[src/hdl/ext_irq_wake_pkg.sv]
/*
 * Shared constants and types for the external interrupt and wake-up logic:
 * register offsets, field positions, reset values, power modes and timing.
 * Assumes a single 40 MHz core clock and a word-aligned plain register port.
 */
package ext_irq_wake_pkg;

    // ------------------------------------------------------------------
    // register port
    // ------------------------------------------------------------------
    localparam int ADDR_W = 4;
    localparam int DATA_W = 32;

    localparam logic [ADDR_W-1:0] CTRL_OFS = 4'h0;
    localparam logic [ADDR_W-1:0] STATUS_OFS = 4'h4;
    localparam logic [ADDR_W-1:0] MASK_OFS = 4'h8;
    localparam logic [ADDR_W-1:0] PIN_OFS = 4'hC;

    // ------------------------------------------------------------------
    // field positions
    // ------------------------------------------------------------------
    localparam int CTRL_MODE_LSB = 0;
    localparam int CTRL_EXT_EN_BIT = 2;
    localparam int CTRL_SPECIAL_BIT = 3;
    localparam int CTRL_OTHER_EN_LSB = 8;

    localparam int ST_PENDING = 0;
    localparam int ST_PD_WAKE = 1;
    localparam int ST_IDLE_WAKE = 2;
    localparam int ST_W = 3;

    localparam int PIN_LEVEL_BIT = 0;
    localparam int PIN_PHASE_BIT = 1;

    // ------------------------------------------------------------------
    // reset values
    // ------------------------------------------------------------------
    localparam logic [ST_W-1:0] STATUS_RST = 3'h0;
    localparam logic [ST_W-1:0] MASK_RST = 3'h0;
    localparam int OTHER_IRQS = 8;
    localparam logic [OTHER_IRQS-1:0] OTHER_EN_RST = 8'h00;

    // ------------------------------------------------------------------
    // timing
    // ------------------------------------------------------------------
    localparam int CLK_PERIOD_PS = 25000;
    localparam int WAKE_MIN_NS = 50;
    localparam int WAKE_MIN_RAW = (WAKE_MIN_NS * 1000 + CLK_PERIOD_PS - 1) / CLK_PERIOD_PS;
    localparam int WAKE_MIN_CYCLES = (WAKE_MIN_RAW < 1) ? 1 : WAKE_MIN_RAW;
    localparam int STATE_HALF_CYCLES = 1;
    localparam int CNT_W = 8;

    // ------------------------------------------------------------------
    // types
    // ------------------------------------------------------------------
    typedef enum logic [1:0] {
        MODE_NORMAL,
        MODE_IDLE,
        MODE_POWERDOWN
    } power_mode_e;

    typedef struct packed {
        logic [ADDR_W-1:0] addr;
        logic [DATA_W-1:0] wdata;
        logic wr;
        logic rd;
    } bus_req_s;

    typedef struct packed {
        logic level;
        logic rise;
        logic wake;
        logic phase2;
    } sample_s;

endpackage

[src/hdl/state_sampler.sv]
/*
 * Two-phase state clock generator and interrupt pin sampler.
 * Assumes the pin is synchronous to core_clk; the state clock stops while
 * the stop input is high, but the wake-up hold counter keeps running.
 */
`timescale 1ns/1ps
module state_sampler
    import ext_irq_wake_pkg::*;
#(
    parameter int HALF_CYCLES = STATE_HALF_CYCLES,
    parameter int WAKE_CYCLES = WAKE_MIN_CYCLES
) (
    input wire logic core_clk,
    input wire logic reset,
    input wire logic stopped,
    input wire logic wake_arm,
    input wire logic ext_irq_pin,
    output logic clock_output_pin,
    output sample_s sample
);

    // ------------------------------------------------------------------
    // state clock
    // ------------------------------------------------------------------
    localparam logic [CNT_W-1:0] HALF_LAST = CNT_W'(HALF_CYCLES - 1);
    localparam logic [CNT_W-1:0] WAKE_LAST = CNT_W'(WAKE_CYCLES - 1);

    logic [CNT_W-1:0] half_cnt_reg;
    logic [CNT_W-1:0] hi_cnt_reg;
    logic phase2_reg;
    logic level_reg;
    logic rise_reg;
    logic wake_reg;

    wire half_end = (half_cnt_reg == HALF_LAST);
    wire sample_now = phase2_reg && half_end && !stopped;
    wire hi_hold = wake_arm && ext_irq_pin;
    wire hi_full = (hi_cnt_reg == WAKE_LAST);
    wire [CNT_W-1:0] half_cnt_next = (stopped || half_end) ? '0 : half_cnt_reg + 1'b1;
    wire [CNT_W-1:0] hi_cnt_next = !hi_hold ? '0 : (hi_full ? hi_cnt_reg : hi_cnt_reg + 1'b1);

    always_ff @(posedge core_clk or posedge reset) begin
        if (reset) begin
            half_cnt_reg <= '0;
            phase2_reg <= 1'b0;
        end else begin
            half_cnt_reg <= half_cnt_next;
            phase2_reg <= stopped ? 1'b0 : (half_end ? !phase2_reg : phase2_reg);
        end
    end

    // ------------------------------------------------------------------
    // phase 2 sampling and edge detection
    // ------------------------------------------------------------------
    always_ff @(posedge core_clk or posedge reset) begin
        if (reset) begin
            level_reg <= 1'b0;
            rise_reg <= 1'b0;
        end else begin
            if (sample_now) begin
                level_reg <= ext_irq_pin;
            end
            rise_reg <= sample_now && ext_irq_pin && !level_reg;
        end
    end

    // ------------------------------------------------------------------
    // powerdown hold timer, runs on core_clk while the state clock is off
    // ------------------------------------------------------------------
    always_ff @(posedge core_clk or posedge reset) begin
        if (reset) begin
            hi_cnt_reg <= '0;
            wake_reg <= 1'b0;
        end else begin
            hi_cnt_reg <= hi_cnt_next;
            wake_reg <= hi_hold && hi_full && !wake_reg;
        end
    end

    assign clock_output_pin = phase2_reg;
    assign sample = '{level: level_reg, rise: rise_reg, wake: wake_reg, phase2: phase2_reg};

endmodule

[src/hdl/external_interrupt_wake.sv]
/*
 * External interrupt input with wake-up from idle and powerdown, plus a
 * small register file reached over a plain strobe port.
 * Assumes a single core clock, synchronous inputs, and a CPU that acknowledges
 * the external interrupt service with a one-cycle pulse.
 */
// The implementer's own choices: the register addresses and the strobed register port.
`timescale 1ns/1ps
module external_interrupt_wake
    import ext_irq_wake_pkg::*;
#(
    parameter int N_OTHER = OTHER_IRQS,
    parameter int WAKE_CYCLES = WAKE_MIN_CYCLES
) (
    input wire logic core_clk,
    input wire logic reset,
    input wire logic ext_irq_pin,
    input wire logic [N_OTHER-1:0] other_irq,
    input wire logic isr_ack,
    input bus_req_s bus_req,
    output logic [DATA_W-1:0] rdata,
    output logic irq,
    output logic clock_output_pin,
    output power_mode_e power_mode,
    output logic ext_isr_req,
    output logic resume_next
);

    // ------------------------------------------------------------------
    // state
    // ------------------------------------------------------------------
    power_mode_e mode_reg;
    power_mode_e mode_next;
    logic ext_en_reg;
    logic special_reg;
    logic [N_OTHER-1:0] other_en_reg;
    logic [ST_W-1:0] status_reg;
    logic [ST_W-1:0] mask_reg;
    logic [DATA_W-1:0] rdata_reg;
    logic irq_reg;
    logic isr_req_reg;
    logic resume_reg;
    sample_s smp;

    // ------------------------------------------------------------------
    // address decode
    // ------------------------------------------------------------------
    function automatic logic hit(input logic [ADDR_W-1:0] a, input logic [ADDR_W-1:0] ofs);
        hit = (a == ofs);
    endfunction

    wire wr_ctrl = bus_req.wr && hit(bus_req.addr, CTRL_OFS);
    wire wr_status = bus_req.wr && hit(bus_req.addr, STATUS_OFS);
    wire wr_mask = bus_req.wr && hit(bus_req.addr, MASK_OFS);
    wire rd_ctrl = hit(bus_req.addr, CTRL_OFS);
    wire rd_status = hit(bus_req.addr, STATUS_OFS);
    wire rd_mask = hit(bus_req.addr, MASK_OFS);
    wire rd_pin = hit(bus_req.addr, PIN_OFS);

    wire [1:0] mode_wr_code = bus_req.wdata[CTRL_MODE_LSB +: 2];
    wire mode_wr_legal = (mode_wr_code != 2'h3);

    // ------------------------------------------------------------------
    // pin sampler and state clock
    // ------------------------------------------------------------------
    wire in_powerdown = (mode_reg == MODE_POWERDOWN);
    wire in_idle = (mode_reg == MODE_IDLE);
    wire pd_wake_arm = in_powerdown && special_reg;

    state_sampler #(
        .HALF_CYCLES(STATE_HALF_CYCLES),
        .WAKE_CYCLES(WAKE_CYCLES)
    ) u_sampler (
        .core_clk(core_clk),
        .reset(reset),
        .stopped(in_powerdown),
        .wake_arm(pd_wake_arm),
        .ext_irq_pin(ext_irq_pin),
        .clock_output_pin(clock_output_pin),
        .sample(smp)
    );

    // ------------------------------------------------------------------
    // wake-up and pending flag
    // ------------------------------------------------------------------
    // edges are taken while the state clock runs; the sampler is halted in powerdown
    wire edge_set = smp.rise && !in_powerdown;
    wire pd_wake = smp.wake && pd_wake_arm;
    wire pd_wake_isr = pd_wake && ext_en_reg;
    wire pending_set = edge_set || pd_wake_isr;
    wire ext_active = status_reg[ST_PENDING] && ext_en_reg;
    wire idle_wake = in_idle && (|(other_irq & other_en_reg) || ext_active);

    wire [ST_W-1:0] st_set = {idle_wake, pd_wake, pending_set};
    wire [ST_W-1:0] st_clr_sw = wr_status ? bus_req.wdata[ST_W-1:0] : '0;
    wire [ST_W-1:0] st_clr_ack = {{(ST_W-1){1'b0}}, isr_ack};
    // a set in the same cycle as a clear wins
    wire [ST_W-1:0] status_next = (status_reg & ~(st_clr_sw | st_clr_ack)) | st_set;

    always_comb begin
        mode_next = mode_reg;
        if (wr_ctrl && mode_wr_legal) begin
            mode_next = power_mode_e'(mode_wr_code);
        end
        if (pd_wake || idle_wake) begin
            mode_next = MODE_NORMAL;
        end
    end

    // ------------------------------------------------------------------
    // read mux
    // ------------------------------------------------------------------
    wire [DATA_W-1:0] ctrl_view = DATA_W'({other_en_reg, 4'h0, special_reg, ext_en_reg, 2'(mode_reg)});
    wire [DATA_W-1:0] status_view = DATA_W'(status_reg);
    wire [DATA_W-1:0] mask_view = DATA_W'(mask_reg);
    wire [DATA_W-1:0] pin_view = DATA_W'({smp.phase2, smp.level});
    wire [DATA_W-1:0] rdata_next = !bus_req.rd ? '0 :
                                   rd_ctrl ? ctrl_view :
                                   rd_status ? status_view :
                                   rd_mask ? mask_view :
                                   rd_pin ? pin_view : '0;

    // ------------------------------------------------------------------
    // registers
    // ------------------------------------------------------------------
    always_ff @(posedge core_clk or posedge reset) begin
        if (reset) begin
            mode_reg <= MODE_NORMAL;
            ext_en_reg <= 1'b0;
            special_reg <= 1'b0;
            other_en_reg <= OTHER_EN_RST;
        end else begin
            mode_reg <= mode_next;
            if (wr_ctrl) begin
                ext_en_reg <= bus_req.wdata[CTRL_EXT_EN_BIT];
                special_reg <= bus_req.wdata[CTRL_SPECIAL_BIT];
                other_en_reg <= bus_req.wdata[CTRL_OTHER_EN_LSB +: N_OTHER];
            end
        end
    end

    always_ff @(posedge core_clk or posedge reset) begin
        if (reset) begin
            status_reg <= STATUS_RST;
            mask_reg <= MASK_RST;
        end else begin
            status_reg <= status_next;
            if (wr_mask) begin
                mask_reg <= bus_req.wdata[ST_W-1:0];
            end
        end
    end

    always_ff @(posedge core_clk or posedge reset) begin
        if (reset) begin
            rdata_reg <= '0;
            irq_reg <= 1'b0;
            isr_req_reg <= 1'b0;
            resume_reg <= 1'b0;
        end else begin
            rdata_reg <= rdata_next;
            irq_reg <= |(status_next & mask_reg);
            isr_req_reg <= status_next[ST_PENDING] && ext_en_reg && (mode_next == MODE_NORMAL);
            resume_reg <= pd_wake && !ext_en_reg;
        end
    end

    assign rdata = rdata_reg;
    assign irq = irq_reg;
    assign power_mode = mode_reg;
    assign ext_isr_req = isr_req_reg;
    assign resume_next = resume_reg;

endmodule

[config.mk]
export PLATFORM = sky130hd
export DESIGN_NAME = external_interrupt_wake
export DESIGN_NICKNAME = d
export VERILOG_FILES = /design/src/hdl/ext_irq_wake_pkg.sv /design/src/hdl/state_sampler.sv /design/src/hdl/external_interrupt_wake.sv
export SDC_FILE = /design/constraint.sdc
export NUM_CORES = 1
export LEC_CHECK = 0
export BUFFER_PORTS_ARGS = -buffer_cell sky130_fd_sc_hd__buf_2
export CAP_MARGIN = 5
export CORE_ASPECT_RATIO = 2
export CORE_MARGIN = 2
export CORE_UTILIZATION = 40
export DETAILED_ROUTE_END_ITERATION = 10
export PLACE_DENSITY_LB_ADDON = 0.3
export REMOVE_ABC_BUFFERS = 1
export SLEW_MARGIN = 10
export SYNTH_ARGS = -nofsm -noshare
export SYNTH_HDL_FRONTEND = slang
export SYNTH_HIERARCHICAL = 1
export SYNTH_SLANG_ARGS = --single-unit
export TNS_END_PERCENT = 50
[constraint.sdc]
create_clock -name core_clk -period 1.9 [get_ports core_clk]
set_input_delay 0.38 -clock core_clk [delete_from_list [all_inputs] [get_ports core_clk]]
set_output_delay 0.38 -clock core_clk [all_outputs]
set_load 0.03 [all_outputs]
Yosys cells after proc, flatten, opt, wreduce, memory -nomap -nowiden
Cells that the tools add are included.
Cells by class
  $add $sub $neg: 2
  multiply operators: 0
  div/mod/pow operators: 0
  magnitude comparators: 0
  equal/unequal tests: 8
  shift-type cells: 0
  muxes and demuxes: 13
  bitwise logic cells: 6
  reduce and logical (&&, ||, !) cells: 35
Operator list (count)
  $mux 16: 2
  $mux 8: 3
  $logic_and 1x1->1: 20
  $add 8x1->8 const B: 2
  $mux 3: 3
  $and 8x8->8: 1
  $eq 4x4->1 const B: 2
  $eq 8x1->1 const B: 1
  $logic_not 8->1: 1
  $reduce_or 8->1: 1
  $and 3x3->3: 2
  $mux 2: 3
  $logic_not 1->1: 5
  $eq 4x3->1 const B: 1
  $logic_not 4->1: 1
  $logic_or 1x1->1: 4
  $ne 2x2->1 const B: 2
  $not 3->3: 1
  $or 3x1->3: 1
  $or 3x3->3: 1
  $reduce_or 3->1: 1
  $eq 2x1->1 const B: 1
  $eq 2x2->1 const B: 1
  $logic_not 2->1: 1
  2 further kinds: 3
Word-level totals
  flip-flop bits (word level): 57
  latch bits: 0
  RAM bits: 0
  bits in read-only memories: 0
  input bits: 50
  output and inout bits: 38
  word-level logic and storage cells: 80
  memories kept: 0

Longest topological paths before layout
Gate-level depths: netlist (run 1).
  word-level depth: 9
  depth in mapped cells: 5

By module
The synthesis (run 1) kept the hierarchy.
Modules (own cells, without submodules)
  external_interrupt_wake: times used 1, cells an instance 139, area an instance 1664.1 um^2
  state_sampler: times used 1, cells an instance 103, area an instance 1009.7 um^2

Worst setup path after synthesis (run 1)
OpenSTA, ideal clock, no wires.
  path kind: reg2reg
  from: reg u_sampler.hi_cnt_reg[1]
  to: reg u_sampler.hi_cnt_reg[1]
  arrival: 1.423 ns
  data required time: 1.769 ns
  path slack: 0.345 ns
  cell stages (with the launch flop): 6
  path buffers: 0
  clock period less this slack: 1.555 ns
  cell sequence: dfrtp_1 > inv_1 > ha_1 > or4b_2 > nor3_1 > a211oi_1
On the way
  longest elaborated chain between the ends: 3
  elaborated cells between the ends (all ways): 5
  those cells by class: add/sub (1); eq/ne (2); mux (2)
Ends and longest elaborated chain
  start, declared: line state_sampler.sv:29  | logic [CNT_W-1:0] hi_cnt_reg;
  start signal, assigned: line state_sampler.sv:75  | hi_cnt_reg <= hi_cnt_next;
  $add 8x1->8: line state_sampler.sv:40  | wire [CNT_W-1:0] hi_cnt_next = !hi_hold ? '0 : (hi_full ? hi_cnt_reg : hi_cnt_reg + 1'b1);
  $mux 8 (2 in a row): line state_sampler.sv:40
Several ways; a longest one is shown, not always the timed one. The select of a mux whose other input is x is not followed.
A chain may end at the register's enable or synchronous reset.

Worst setup path in the final report (run 1)
Same ends and word-level chain as after synthesis.

==> metrics, run 1 <==
via density per instance=approximately 5; static leakage=1.53 nW; Final setup viols=0; global-route total usage across every layer=0.171; proportion of netlist area held by the largest area contributor=0.496; Clock Skew=around 2.3 ps; drt pass-1 iters=4; required time of the critical path=2060 ps; Post-synth EDFFs=0; IO buf count=between 40 and 50; cell types with the largest area share after synthesis=sky130_fd_sc_hd__dfrtp_1 (50%), sky130_fd_sc_hd__buf_4 (6.7%), sky130_fd_sc_hd__mux2_4 (5.1%), sky130_fd_sc_hd__and3_1 (2.3%), sky130_fd_sc_hd__mux2_2 (2.1%); Least-Margin Pin Slew=between 500 and 600 ps; total power divided by cell area=about 950 nW/µm²; worst skew pair latency=290 ps; worst hold path type=in2async; most used flip-flop cell after synthesis=sky130_fd_sc_hd__dfrtp_1; die height=120 µm; gate count after technology mapping=242; number of fill cells in the layout=622; maximum fanout along the worst path=5; maximum buffer depth of the clock tree=2; starting density of the core=0.407; area of the mapped netlist=between 2000 and 3000 µm²; highest achievable clock rate=587 MHz; Vias=~2.0k; number of flip-flops in the largest register=12; DIE AREA=about 7400 µm²; wire length of the first global-routing pass=between 9000 and 10000 µm; Antenna Violating Nets Remaining=0; Async S/R FF share, synth=1.00; Final Hold Violating Endpoints=0; antenna fix cells=0; sort of element at the end of the critical path=flop; final global-route overflow total=0; final net count=346; io pins=88; run status=finished clean; proportion of layout cells with a drive suffix above 1=0.280; routed len/inst=15.0 µm; max capacitance violation total=0; CTS tree=yes; fraction of the yosys area taken by sequential cells=0.496; setup bufs post-CTS=0; total power=between 0.002 and 0.003 W; setup repair after global routing missed its margin=no; number of hold-repair buffers added at the cts stage=0; final core utilization=0.466; launching instance or port of the critical path=u_sampler/hi_cnt_reg[1]; Residual DRC=0; pin count of the biggest net entering global routing=34; clock sink count=53; number of antenna violations at the first check in global routing=0; area of the core region=6570 µm²; Cell Area, Placed=2920 µm²; number of flip-flops and latches in the synthesized netlist=53; HPWL after detailed placement=4390 µm; Max transition margin=0.635; Reg clk slew, reported paths=approximately 70 ps; biggest area consumer among synthesized cells=sky130_fd_sc_hd__dfrtp_1; Root Driver=sky130_fd_sc_hd__clkbuf_16; clock period minus worst slack=1700 ps; chip width=61.8 µm; critical path start-end classification=reg2reg; VDD IR max=0.000341 V; post-route clock period utilization=0.897; WL final=between 5000 and 6000 µm; number of placement rows=42; cts repair resizes=0; FF-to-FF Start=u_sampler/hi_cnt_reg[1]; Layout Cell Area excl Fill=roughly 3100 µm²; WP data arrival=1870 ps; First DRT Iteration DRCs=83; Yosys warnings=6; number of buffers created by CTS=5; area grow syn2layout=14.5%; H-Tree Level Count=2; number of global-route vias before repair=2006; final total negative setup slack=0 ps; Worst setup SP type=flop; routability-driven placement congestion ratio=0.825; Synth cell types=55; average cell area after synthesis=11.0 µm²; Max Transition Viols Final=0
-- synth_stat cells (3+ instances only) --
library cell	count
sky130_fd_sc_hd__dfrtp_1	53
sky130_fd_sc_hd__buf_4	24
sky130_fd_sc_hd__inv_1	11
sky130_fd_sc_hd__nand2_1	11
sky130_fd_sc_hd__nand3_1	11
sky130_fd_sc_hd__nor2_1	11
sky130_fd_sc_hd__o21ai_0	11
sky130_fd_sc_hd__a21oi_1	10
sky130_fd_sc_hd__and3_1	10
sky130_fd_sc_hd__mux2_4	9
sky130_fd_sc_hd__nor3_1	7
sky130_fd_sc_hd__or3_1	7
sky130_fd_sc_hd__mux2_2	5
sky130_fd_sc_hd__ha_1	4
sky130_fd_sc_hd__mux2i_1	4
sky130_fd_sc_hd__xor2_1	4
sky130_fd_sc_hd__a22oi_1	3
sky130_fd_sc_hd__clkbuf_1	3
sky130_fd_sc_hd__nand2b_1	3
-- metal layers --
metal / wire, µm / track usage
met3: 218 / 0.0345
met2: 3270 / 0.307
met4: 196 / 0.0811
met5: 0 / 0
met1: 2030 / 0.178
-- logic make-up after synthesis --
family,after synthesis,share of synthesized area
simple gates,80,0.178
flops,53,0.496
compound gates,41,0.107
buf+inv,40,0.0955
mux,18,0.0866
xor+xnor,5,0.0164
fa+ha+maj,4,0.0187
other cells,1,0.00140
-- metrics by stage --
| stage | hold WS (ps) | setup WS (ps) | instances |
|---|---|---|---|
| 2_1_floorplan | 344 | 297 | 232 |
| 3_5_place_dp | 438 | 66.6 | 373 |
| 3_3_place_gp | 434 | 88.9 | 373 |
| 6_report | 115 | 196 | 381 |
| 5_1_grt | 144 | 50.2 | 381 |
| 4_1_cts | 128 | 186 | 381 |
-- layout make-up --
type                            count  area [µm²]  share of cell area
Sequential cell                    53        1330               0.433
Tap cell                           88         110              0.0360
Timing Repair Buffer               53         280              0.0916
Multi-Input combinational cell    168        1160               0.380
Clock inverter                      2        10.0             0.00327
Inverter                           11        41.3              0.0135
Clock buffer                        6         129              0.0421
-- power by group --
part	internal (W)	leakage, nW	switching (W)
clock network	0.000485	0.0706	0.000391
logic	0.000273	0.763	0.000363
registers	0.00127	0.701	0.000124
-- cells in the final DEF, fill, tap and decap left out, types with 2 or more instances in the layout --
cell type,instances
sky130_fd_sc_hd__dfrtp_1,53
sky130_fd_sc_hd__buf_2,47
sky130_fd_sc_hd__conb_1,20
sky130_fd_sc_hd__inv_1,11
sky130_fd_sc_hd__nor2_1,11
sky130_fd_sc_hd__o21ai_0,11
sky130_fd_sc_hd__nand2_1,11
sky130_fd_sc_hd__nand3_1,11
sky130_fd_sc_hd__a21oi_1,10
sky130_fd_sc_hd__and3_1,10
sky130_fd_sc_hd__mux2_4,9
sky130_fd_sc_hd__nor3_1,7
sky130_fd_sc_hd__or3_1,7
sky130_fd_sc_hd__buf_4,6
sky130_fd_sc_hd__mux2_2,5
sky130_fd_sc_hd__clkbuf_16,5
sky130_fd_sc_hd__mux2i_1,4
sky130_fd_sc_hd__xor2_1,4
sky130_fd_sc_hd__ha_1,4
sky130_fd_sc_hd__nand2b_1,3
sky130_fd_sc_hd__a22oi_1,3
sky130_fd_sc_hd__nand4_1,2
sky130_fd_sc_hd__a31oi_1,2
sky130_fd_sc_hd__clkinv_2,2
sky130_fd_sc_hd__nor3b_1,2
sky130_fd_sc_hd__or4_1,2
-- final timing paths --
| kind | to | slack (ps) | cells after the start |
|---|---|---|---|
| min in group core_clk | other_en_reg[2] | 320 | 2 |
| max in group asynchronous | rdata[3] | 1420 | 3 |
| min | u_sampler/half_cnt_reg[7] | 120 | 3 |
| min reg2reg | u_sampler/half_cnt_reg[0] | 480 | 1 |
| max | u_sampler/hi_cnt_reg[1] | 200 | 5 |
| max reg2reg | u_sampler/hi_cnt_reg[1] | 200 | 5 |
-- critical path, cell delays in order (launching register included) --
cell	delay (ps)
sky130_fd_sc_hd__dfrtp_1	430
sky130_fd_sc_hd__inv_1	70
sky130_fd_sc_hd__ha_1	140
sky130_fd_sc_hd__or4b_2	630
sky130_fd_sc_hd__nor3_1	230
sky130_fd_sc_hd__a211oi_1	70
(Power assumes the default switching activity.)
==> run 2: changes to the inputs <==
Settings changed: CORE_UTILIZATION 40 to 50.
==> metrics, run 2 (synthesis results as in run 1) <==
wire length of the first global-routing pass=8920 µm (was 9470 µm); Max Transition Viols Final=0 (unchanged); max capacitance violation total=0 (unchanged); critical path start-end classification=reg2reg (unchanged); buffer and inverter count on the worst path=0 (was 1); most frequent cells in the layout=sky130_fd_sc_hd__dfrtp_1 (53), sky130_fd_sc_hd__buf_2 (47), sky130_fd_sc_hd__conb_1 (20) (unchanged); worst hold slack=90.2 ps (was 115 ps); pin count of the biggest net entering global routing=34 (unchanged); io pins=88 (unchanged); WP data arrival=1890 ps (was 1870 ps); area grow syn2layout=11.4% (was 14.5%); area of the core region=5140 µm² (was 6570 µm²); Switch Pwr=0.000870 W (was 0.000877 W); required time of the critical path=2110 ps (was 2060 ps); highest achievable clock rate=595 MHz (was 587 MHz); number of buffers created by CTS=5 (unchanged); Residual DRC=0 (unchanged); WL final=5380 µm (was 5720 µm); logic gate share of total power=0.230 (was 0.219); final global-route overflow total=0 (unchanged); proportion of layout cells with a drive suffix above 1=0.283 (was 0.280); Worst setup SP type=flop (unchanged); antenna fix cells=0 (unchanged); IO buf count=47 (unchanged); Final setup viols=0 (unchanged); clock sink count=53 (unchanged); First DRT Iteration DRCs=52 (was 83); worst skew pair latency=310 ps (was 290 ps); sequential cell area=1330 µm² (unchanged); fraction of power spent switching nets=0.325 (was 0.302); starting density of the core=0.520 (was 0.407); number of antenna violations at the first check in global routing=0 (unchanged); Root Driver=sky130_fd_sc_hd__clkbuf_8 (was sky130_fd_sc_hd__clkbuf_16); Final Hold Violating Endpoints=0 (unchanged); Critical Path Max Stage Delay=400 ps (was 630 ps); CTS tree=yes (unchanged); number of global-route vias before repair=1901 (was 2006); Clock Skew=9.24 ps (was 2.33 ps); static leakage=1.51 nW (was 1.53 nW); final total negative setup slack=0 ps (unchanged); drt pass-1 iters=5 (was 4); number of flip-flops in the largest register=12 (unchanged); number of fill cells in the layout=463 (was 622); global-route total usage across every layer=0.190 (was 0.171); number of hold-repair buffers added at the cts stage=0 (unchanged); setup bufs post-CTS=0 (unchanged); maximum buffer depth of the clock tree=2 (unchanged); chip width=55.7 µm (was 61.8 µm); Antenna Violating Nets Remaining=0 (unchanged); setup repair after global routing missed its margin=no (unchanged); H-Tree Level Count=2 (unchanged); routed len/inst=15.3 µm (was 15.0 µm); total power divided by cell area=898 nW/µm² (was 950 nW/µm²); Int Pwr=0.00180 W (was 0.00203 W); routability-driven placement congestion ratio=0.845 (was 0.825); via density per instance=5.57 (was 5.13); run status=finished clean (unchanged); cts repair resizes=0 (unchanged); worst hold path type=in2async (unchanged); most frequent standard cell in the layout excluding fill and tap cells=sky130_fd_sc_hd__dfrtp_1 (unchanged); maximum fanout along the worst path=3 (was 5); Seq pwr share=0.524 (was 0.480); post-route clock period utilization=0.885 (was 0.897); number of placement rows=37 (was 42); die height=107 µm (was 120 µm); Top delay family on crit path=compound AO/OA/AOI/OAI gates (was simple AND/OR/NAND/NOR gates); HPWL after detailed placement=4010 µm (was 4390 µm); multi-input combinational cell area=1160 µm² (unchanged); sort of element at the end of the critical path=flop (unchanged); DIE AREA=5980 µm² (was 7390 µm²); worst-path cell chain=a222oi_1 > and4_1 > o21ai_1 > o311a_1 (was inv_1 > ha_1 > or4b_2 > nor3_1 > a211oi_1); Vias=1956 (was 1955); clock period minus worst slack=1680 ps (was 1700 ps); VDD IR max=0.000725 V (was 0.000341 V); Reg clk slew, reported paths=100 ps (was 70 ps); standard cell with the maximum stage delay on the critical path=sky130_fd_sc_hd__dfrtp_1 (was sky130_fd_sc_hd__or4b_2); final net count=346 (unchanged); Clk network pwr share=0.246 (was 0.301)
run 2: changes by cell type in the layout (fill, tap and decap cells not counted):
cell,before,now
sky130_fd_sc_hd__clkbuf_1,1,0
sky130_fd_sc_hd__clkbuf_16,5,0
sky130_fd_sc_hd__clkbuf_8,0,5
sky130_fd_sc_hd__clkinv_2,2,0
sky130_fd_sc_hd__clkinv_4,0,1
sky130_fd_sc_hd__clkinvlp_4,0,1
sky130_fd_sc_hd__inv_6,0,1
run 2: worst min-delay path, stage by stage:
cell and delay (ps):
sky130_fd_sc_hd__buf_2 110, sky130_fd_sc_hd__inv_1 40, sky130_fd_sc_hd__buf_4 260
run 2: worst paths after layout:
path / startpoint / end / slack (ps) / depth (start not counted)
max in group asynchronous: reset / status_reg[1] / 1460 / 3
min in group core_clk: bus_req[17] / other_en_reg[7] / 290 / 2
worst max register to register: other_en_reg[0] / ext_isr_req / 220 / 4
worst min register to register: u_sampler/level_reg / u_sampler/rise_reg / 490 / 1
worst max-delay path: other_en_reg[0] / ext_isr_req / 220 / 4
worst min-delay path: reset / u_sampler/hi_cnt_reg[7] / 90 / 3
run 2: routing by layer:
| layer | wire, µm | vias to the layer above | GRT usage |
|---|---|---|---|
| met1 | 1970 | 951 | 0.209 |
| met2 | 3000 | 60 | 0.349 |
| met5 | 0 | - | 0 |
| met3 | 242 | 15 | 0.0264 |
| met4 | 170 | 0 | 0.0958 |
| li1 | - | 930 | - |
run 2: per-stage QoR:
step | instances | utilization | area, µm² | power [W] | setup slack (ps)
5_1_grt | 351 | 0.579 | 2980 | 0.00282 | 118
6_report | 351 | 0.579 | 2980 | 0.00267 | 219
3_3_place_gp | 343 | 0.561 | 2880 | 0.00202 | 146
2_1_floorplan | 232 | - | 2530 | 0.00183 | 297
3_5_place_dp | 343 | 0.561 | 2880 | 0.00204 | 145
4_1_cts | 351 | 0.579 | 2980 | 0.00270 | 204
run 2: layout make-up:
class	instances	area share
multi-input combinational	168	0.391
inverter	11	0.0139
timing repair buffer	53	0.0941
clock buffer	5	0.0231
sequential	53	0.445
tap	58	0.0244
clock inverter	3	0.00840
run 2: power groups by stage:
stage / combinational, W / sequential [W] / clock (W)
finish: 0.000615 / 0.00140 / 0.000657
floorplan: 0.000372 / 0.00146 / 0
global placement: 0.000607 / 0.00142 / 0
detailed placement: 0.000616 / 0.00143 / 0
global route: 0.000668 / 0.00142 / 0.000732
CTS: 0.000619 / 0.00140 / 0.000676
==> run 3: changes to the inputs <==
Settings changed: ABC_AREA set to 1.
==> metrics, run 3 <==
number of buffers created by CTS=5 (unchanged); area of the mapped netlist=2680 µm² (was 2670 µm²); area grow syn2layout=11.2% (was 11.4%); max capacitance violation total=0 (unchanged); sort of element at the end of the critical path=flop (unchanged); gate count after technology mapping=317 (was 242); Reg clk slew, reported paths=100 ps (about the same); DIE AREA=6000 µm² (was 5980 µm²); final net count=421 (was 346); total power divided by cell area=882 nW/µm² (was 898 nW/µm²); worst skew pair latency=300 ps (was 310 ps); First DRT Iteration DRCs=84 (was 52); Final Hold Violating Endpoints=0 (unchanged); average cell area after synthesis=8.45 µm² (was 11.0 µm²); final total negative setup slack=0 ps (unchanged); worst hold slack=96.7 ps (was 90.2 ps); number of hold-repair buffers added at the cts stage=0 (unchanged); area of the core region=5140 µm² (unchanged); most used flip-flop cell after synthesis=sky130_fd_sc_hd__dfrtp_1 (unchanged); Clock Skew=3.84 ps (was 9.24 ps); pin count of the biggest net entering global routing=34 (unchanged); FF-to-FF Start=power_mode[1] (was other_en_reg[0]); fin worst setup slack=496 ps (was 219 ps); Synth cell types=28 (was 55); worst-case register-to-register setup slack=500 ps (was 220 ps); number of flip-flops and latches in the synthesized netlist=53 (unchanged); antenna fix cells=0 (unchanged); post-route clock period utilization=0.739 (was 0.885); cts repair resizes=0 (unchanged); routed len/inst=12.4 µm (was 15.3 µm); biggest area consumer among synthesized cells=sky130_fd_sc_hd__dfrtp_1 (unchanged); global-route total usage across every layer=0.191 (was 0.190); routability-driven placement congestion ratio=0.832 (was 0.845); maximum fanout along the worst path=7 (was 3); most frequent standard cell in the layout excluding fill and tap cells=sky130_fd_sc_hd__nand2_1 (was sky130_fd_sc_hd__dfrtp_1); number of cells on the worst reg-to-reg path=7 (was 4); setup repair after global routing missed its margin=no (unchanged); total power=0.00263 W (was 0.00267 W); Post-synth EDFFs=0 (unchanged); wire length of the first global-routing pass=8980 µm (was 8920 µm); number of placement rows=37 (unchanged); die height=108 µm (was 107 µm); clock period minus worst slack=1400 ps (was 1680 ps); starting density of the core=0.522 (was 0.520); critical path start-end classification=reg2reg (unchanged); required time of the critical path=2100 ps (was 2110 ps); proportion of layout cells with a drive suffix above 1=0.226 (was 0.283); number of antenna violations at the first check in global routing=0 (unchanged); most common library cells after synthesis=sky130_fd_sc_hd__nand2_1 (69), sky130_fd_sc_hd__dfrtp_1 (53), sky130_fd_sc_hd__nor2_1 (44), sky130_fd_sc_hd__inv_1 (37), sky130_fd_sc_hd__buf_4 (25) (was sky130_fd_sc_hd__dfrtp_1 (53), sky130_fd_sc_hd__buf_4 (24)); Max Transition Viols Final=0 (unchanged); via density per instance=4.93 (was 5.57); Yosys warnings=6 (unchanged); H-Tree Level Count=2 (unchanged); drt pass-1 iters=5 (unchanged); CTS tree=yes (unchanged); Antenna Violating Nets Remaining=0 (unchanged); number of flip-flops in the largest register=12 (unchanged); number of fill cells in the layout=480 (was 463); worst reg2reg path endpoint=u_sampler/hi_cnt_reg[1] (was ext_isr_req); worst hold path type=in2async (unchanged); WL final=5260 µm (was 5380 µm); Root Driver=sky130_fd_sc_hd__clkbuf_8 (unchanged); Residual DRC=0 (unchanged); io pins=88 (unchanged); Final setup viols=0 (unchanged); highest achievable clock rate=712 MHz (was 595 MHz); Worst setup SP type=flop (unchanged); WP data arrival=1600 ps (was 1890 ps); fin cells=426 (was 351); final global-route overflow total=0 (unchanged); number of cells after detailed placement=418 (was 343); Vias=2099 (was 1956); fraction of the yosys area taken by sequential cells=0.495 (was 0.496); proportion of netlist area held by the largest area contributor=0.495 (was 0.496); VDD IR max=0.000522 V (was 0.000725 V); static leakage=1.62 nW (was 1.51 nW); most frequent cells in the layout=sky130_fd_sc_hd__nand2_1 (69), sky130_fd_sc_hd__dfrtp_1 (53), sky130_fd_sc_hd__buf_2 (47) (was sky130_fd_sc_hd__dfrtp_1 (53), sky130_fd_sc_hd__buf_2 (47), sky130_fd_sc_hd__conb_1 (20)); run status=finished clean (unchanged); cell types with the largest area share after synthesis=sky130_fd_sc_hd__dfrtp_1 (49%), sky130_fd_sc_hd__nand2_1 (9.7%), sky130_fd_sc_hd__buf_4 (7.0%), sky130_fd_sc_hd__nor2_1 (6.2%), sky130_fd_sc_hd__inv_1 (5.2%) (was sky130_fd_sc_hd__dfrtp_1 (50%), sky130_fd_sc_hd__buf_4 (6.7%), sky130_fd_sc_hd__mux2_4 (5.1%), sky130_fd_sc_hd__and3_1 (2.3%), sky130_fd_sc_hd__mux2_2 (2.1%)); chip width=55.8 µm (was 55.7 µm); IO buf count=47 (unchanged); worst slack after detailed placement=492 ps (was 145 ps); HPWL after detailed placement=4010 µm (about the same); setup bufs post-CTS=0 (unchanged); number of global-route vias before repair=2051 (was 1901); dominant cell by count in the synthesized netlist=sky130_fd_sc_hd__nand2_1 (was sky130_fd_sc_hd__dfrtp_1); Async S/R FF share, synth=1.00 (unchanged); clock sink count=53 (unchanged); maximum buffer depth of the clock tree=2 (unchanged)
## run 3: cell count changes after synthesis, moves of 7 or more
cell | previous run | this run
sky130_fd_sc_hd__nand2_1 | 11 | 69
sky130_fd_sc_hd__or3_1 | 7 | 0
sky130_fd_sc_hd__nor2_1 | 11 | 44
sky130_fd_sc_hd__mux2_4 | 9 | 2
sky130_fd_sc_hd__inv_1 | 11 | 37
sky130_fd_sc_hd__and3_1 | 10 | 0
## run 3: per-layer routing
layer / share of wire / track usage / vias up / routed length [µm]
met3: 0.040 / 0.0288 / 10 / 209
met1: 0.37 / 0.205 / 981 / 1940
met5: 0 / 0 / - / 0
met2: 0.57 / 0.361 / 56 / 2990
met4: 0.023 / 0.0801 / 0 / 123
li1: - / - / 1052 / -
## run 3: cell families after synthesis
| kind of cell | Yosys count | share of synthesized area |
|---|---|---|
| AOI/OAI and AO/OA | 31 | 0.0640 |
| xor gates and xnor gates | 2 | 0.00654 |
| adders and majority gates | 4 | 0.0187 |
| buffers and inverters | 67 | 0.129 |
| DFF | 53 | 0.495 |
| muxes | 2 | 0.0112 |
| other | 1 | 0.00140 |
| and+or+nand+nor | 157 | 0.274 |
## run 3: worst max path at each step
stage | start | to | cells after the start | slack [ps]
2_1_floorplan | bus_req[35] | ext_isr_req | 8 | 430
3_3_place_gp | bus_req[35] | mask_reg[0] | 6 | 530
3_5_place_dp | bus_req[35] | other_en_reg[3] | 6 | 490
4_1_cts | power_mode[1] | u_sampler/hi_cnt_reg[1] | 7 | 480
5_1_grt | power_mode[1] | irq | 7 | 330
6_report | power_mode[1] | u_sampler/hi_cnt_reg[1] | 7 | 500
## run 3: stage by stage
step	util	area, µm²
after floorplan	-	2560
after global placement	0.562	2890
after detailed placement	0.562	2890
after CTS	0.580	2980
after global routing	0.580	2980
final	0.580	2980
## run 3: critical path: stages (launching register included)
cell,delay [ps]
sky130_fd_sc_hd__dfrtp_1,470
sky130_fd_sc_hd__inv_1,90
sky130_fd_sc_hd__nor3_1,200
sky130_fd_sc_hd__nand2_1,150
sky130_fd_sc_hd__inv_2,140
sky130_fd_sc_hd__nand2_1,120
sky130_fd_sc_hd__nand2_1,70
sky130_fd_sc_hd__o21ai_1,60
## run 3: layout make-up
type,count,area (µm²),area share
well taps,58,72.6,0.0243
flip-flops and latches,53,1330,0.445
repair buffers,50,258,0.0865
inverters,41,154,0.0516
clock buffers,5,68.8,0.0231
clock inverters,3,22.5,0.00756
multi-input cells,216,1080,0.362
## run 3: power breakdown
group / internal (W) / leakage [nW] / switching [W]
combinational: 0.000184 / 0.885 / 0.000405
clock: 0.000259 / 0.0364 / 0.000388
sequential: 0.00128 / 0.700 / 0.000115
total: 0.00172 / 1.62 / 0.000908
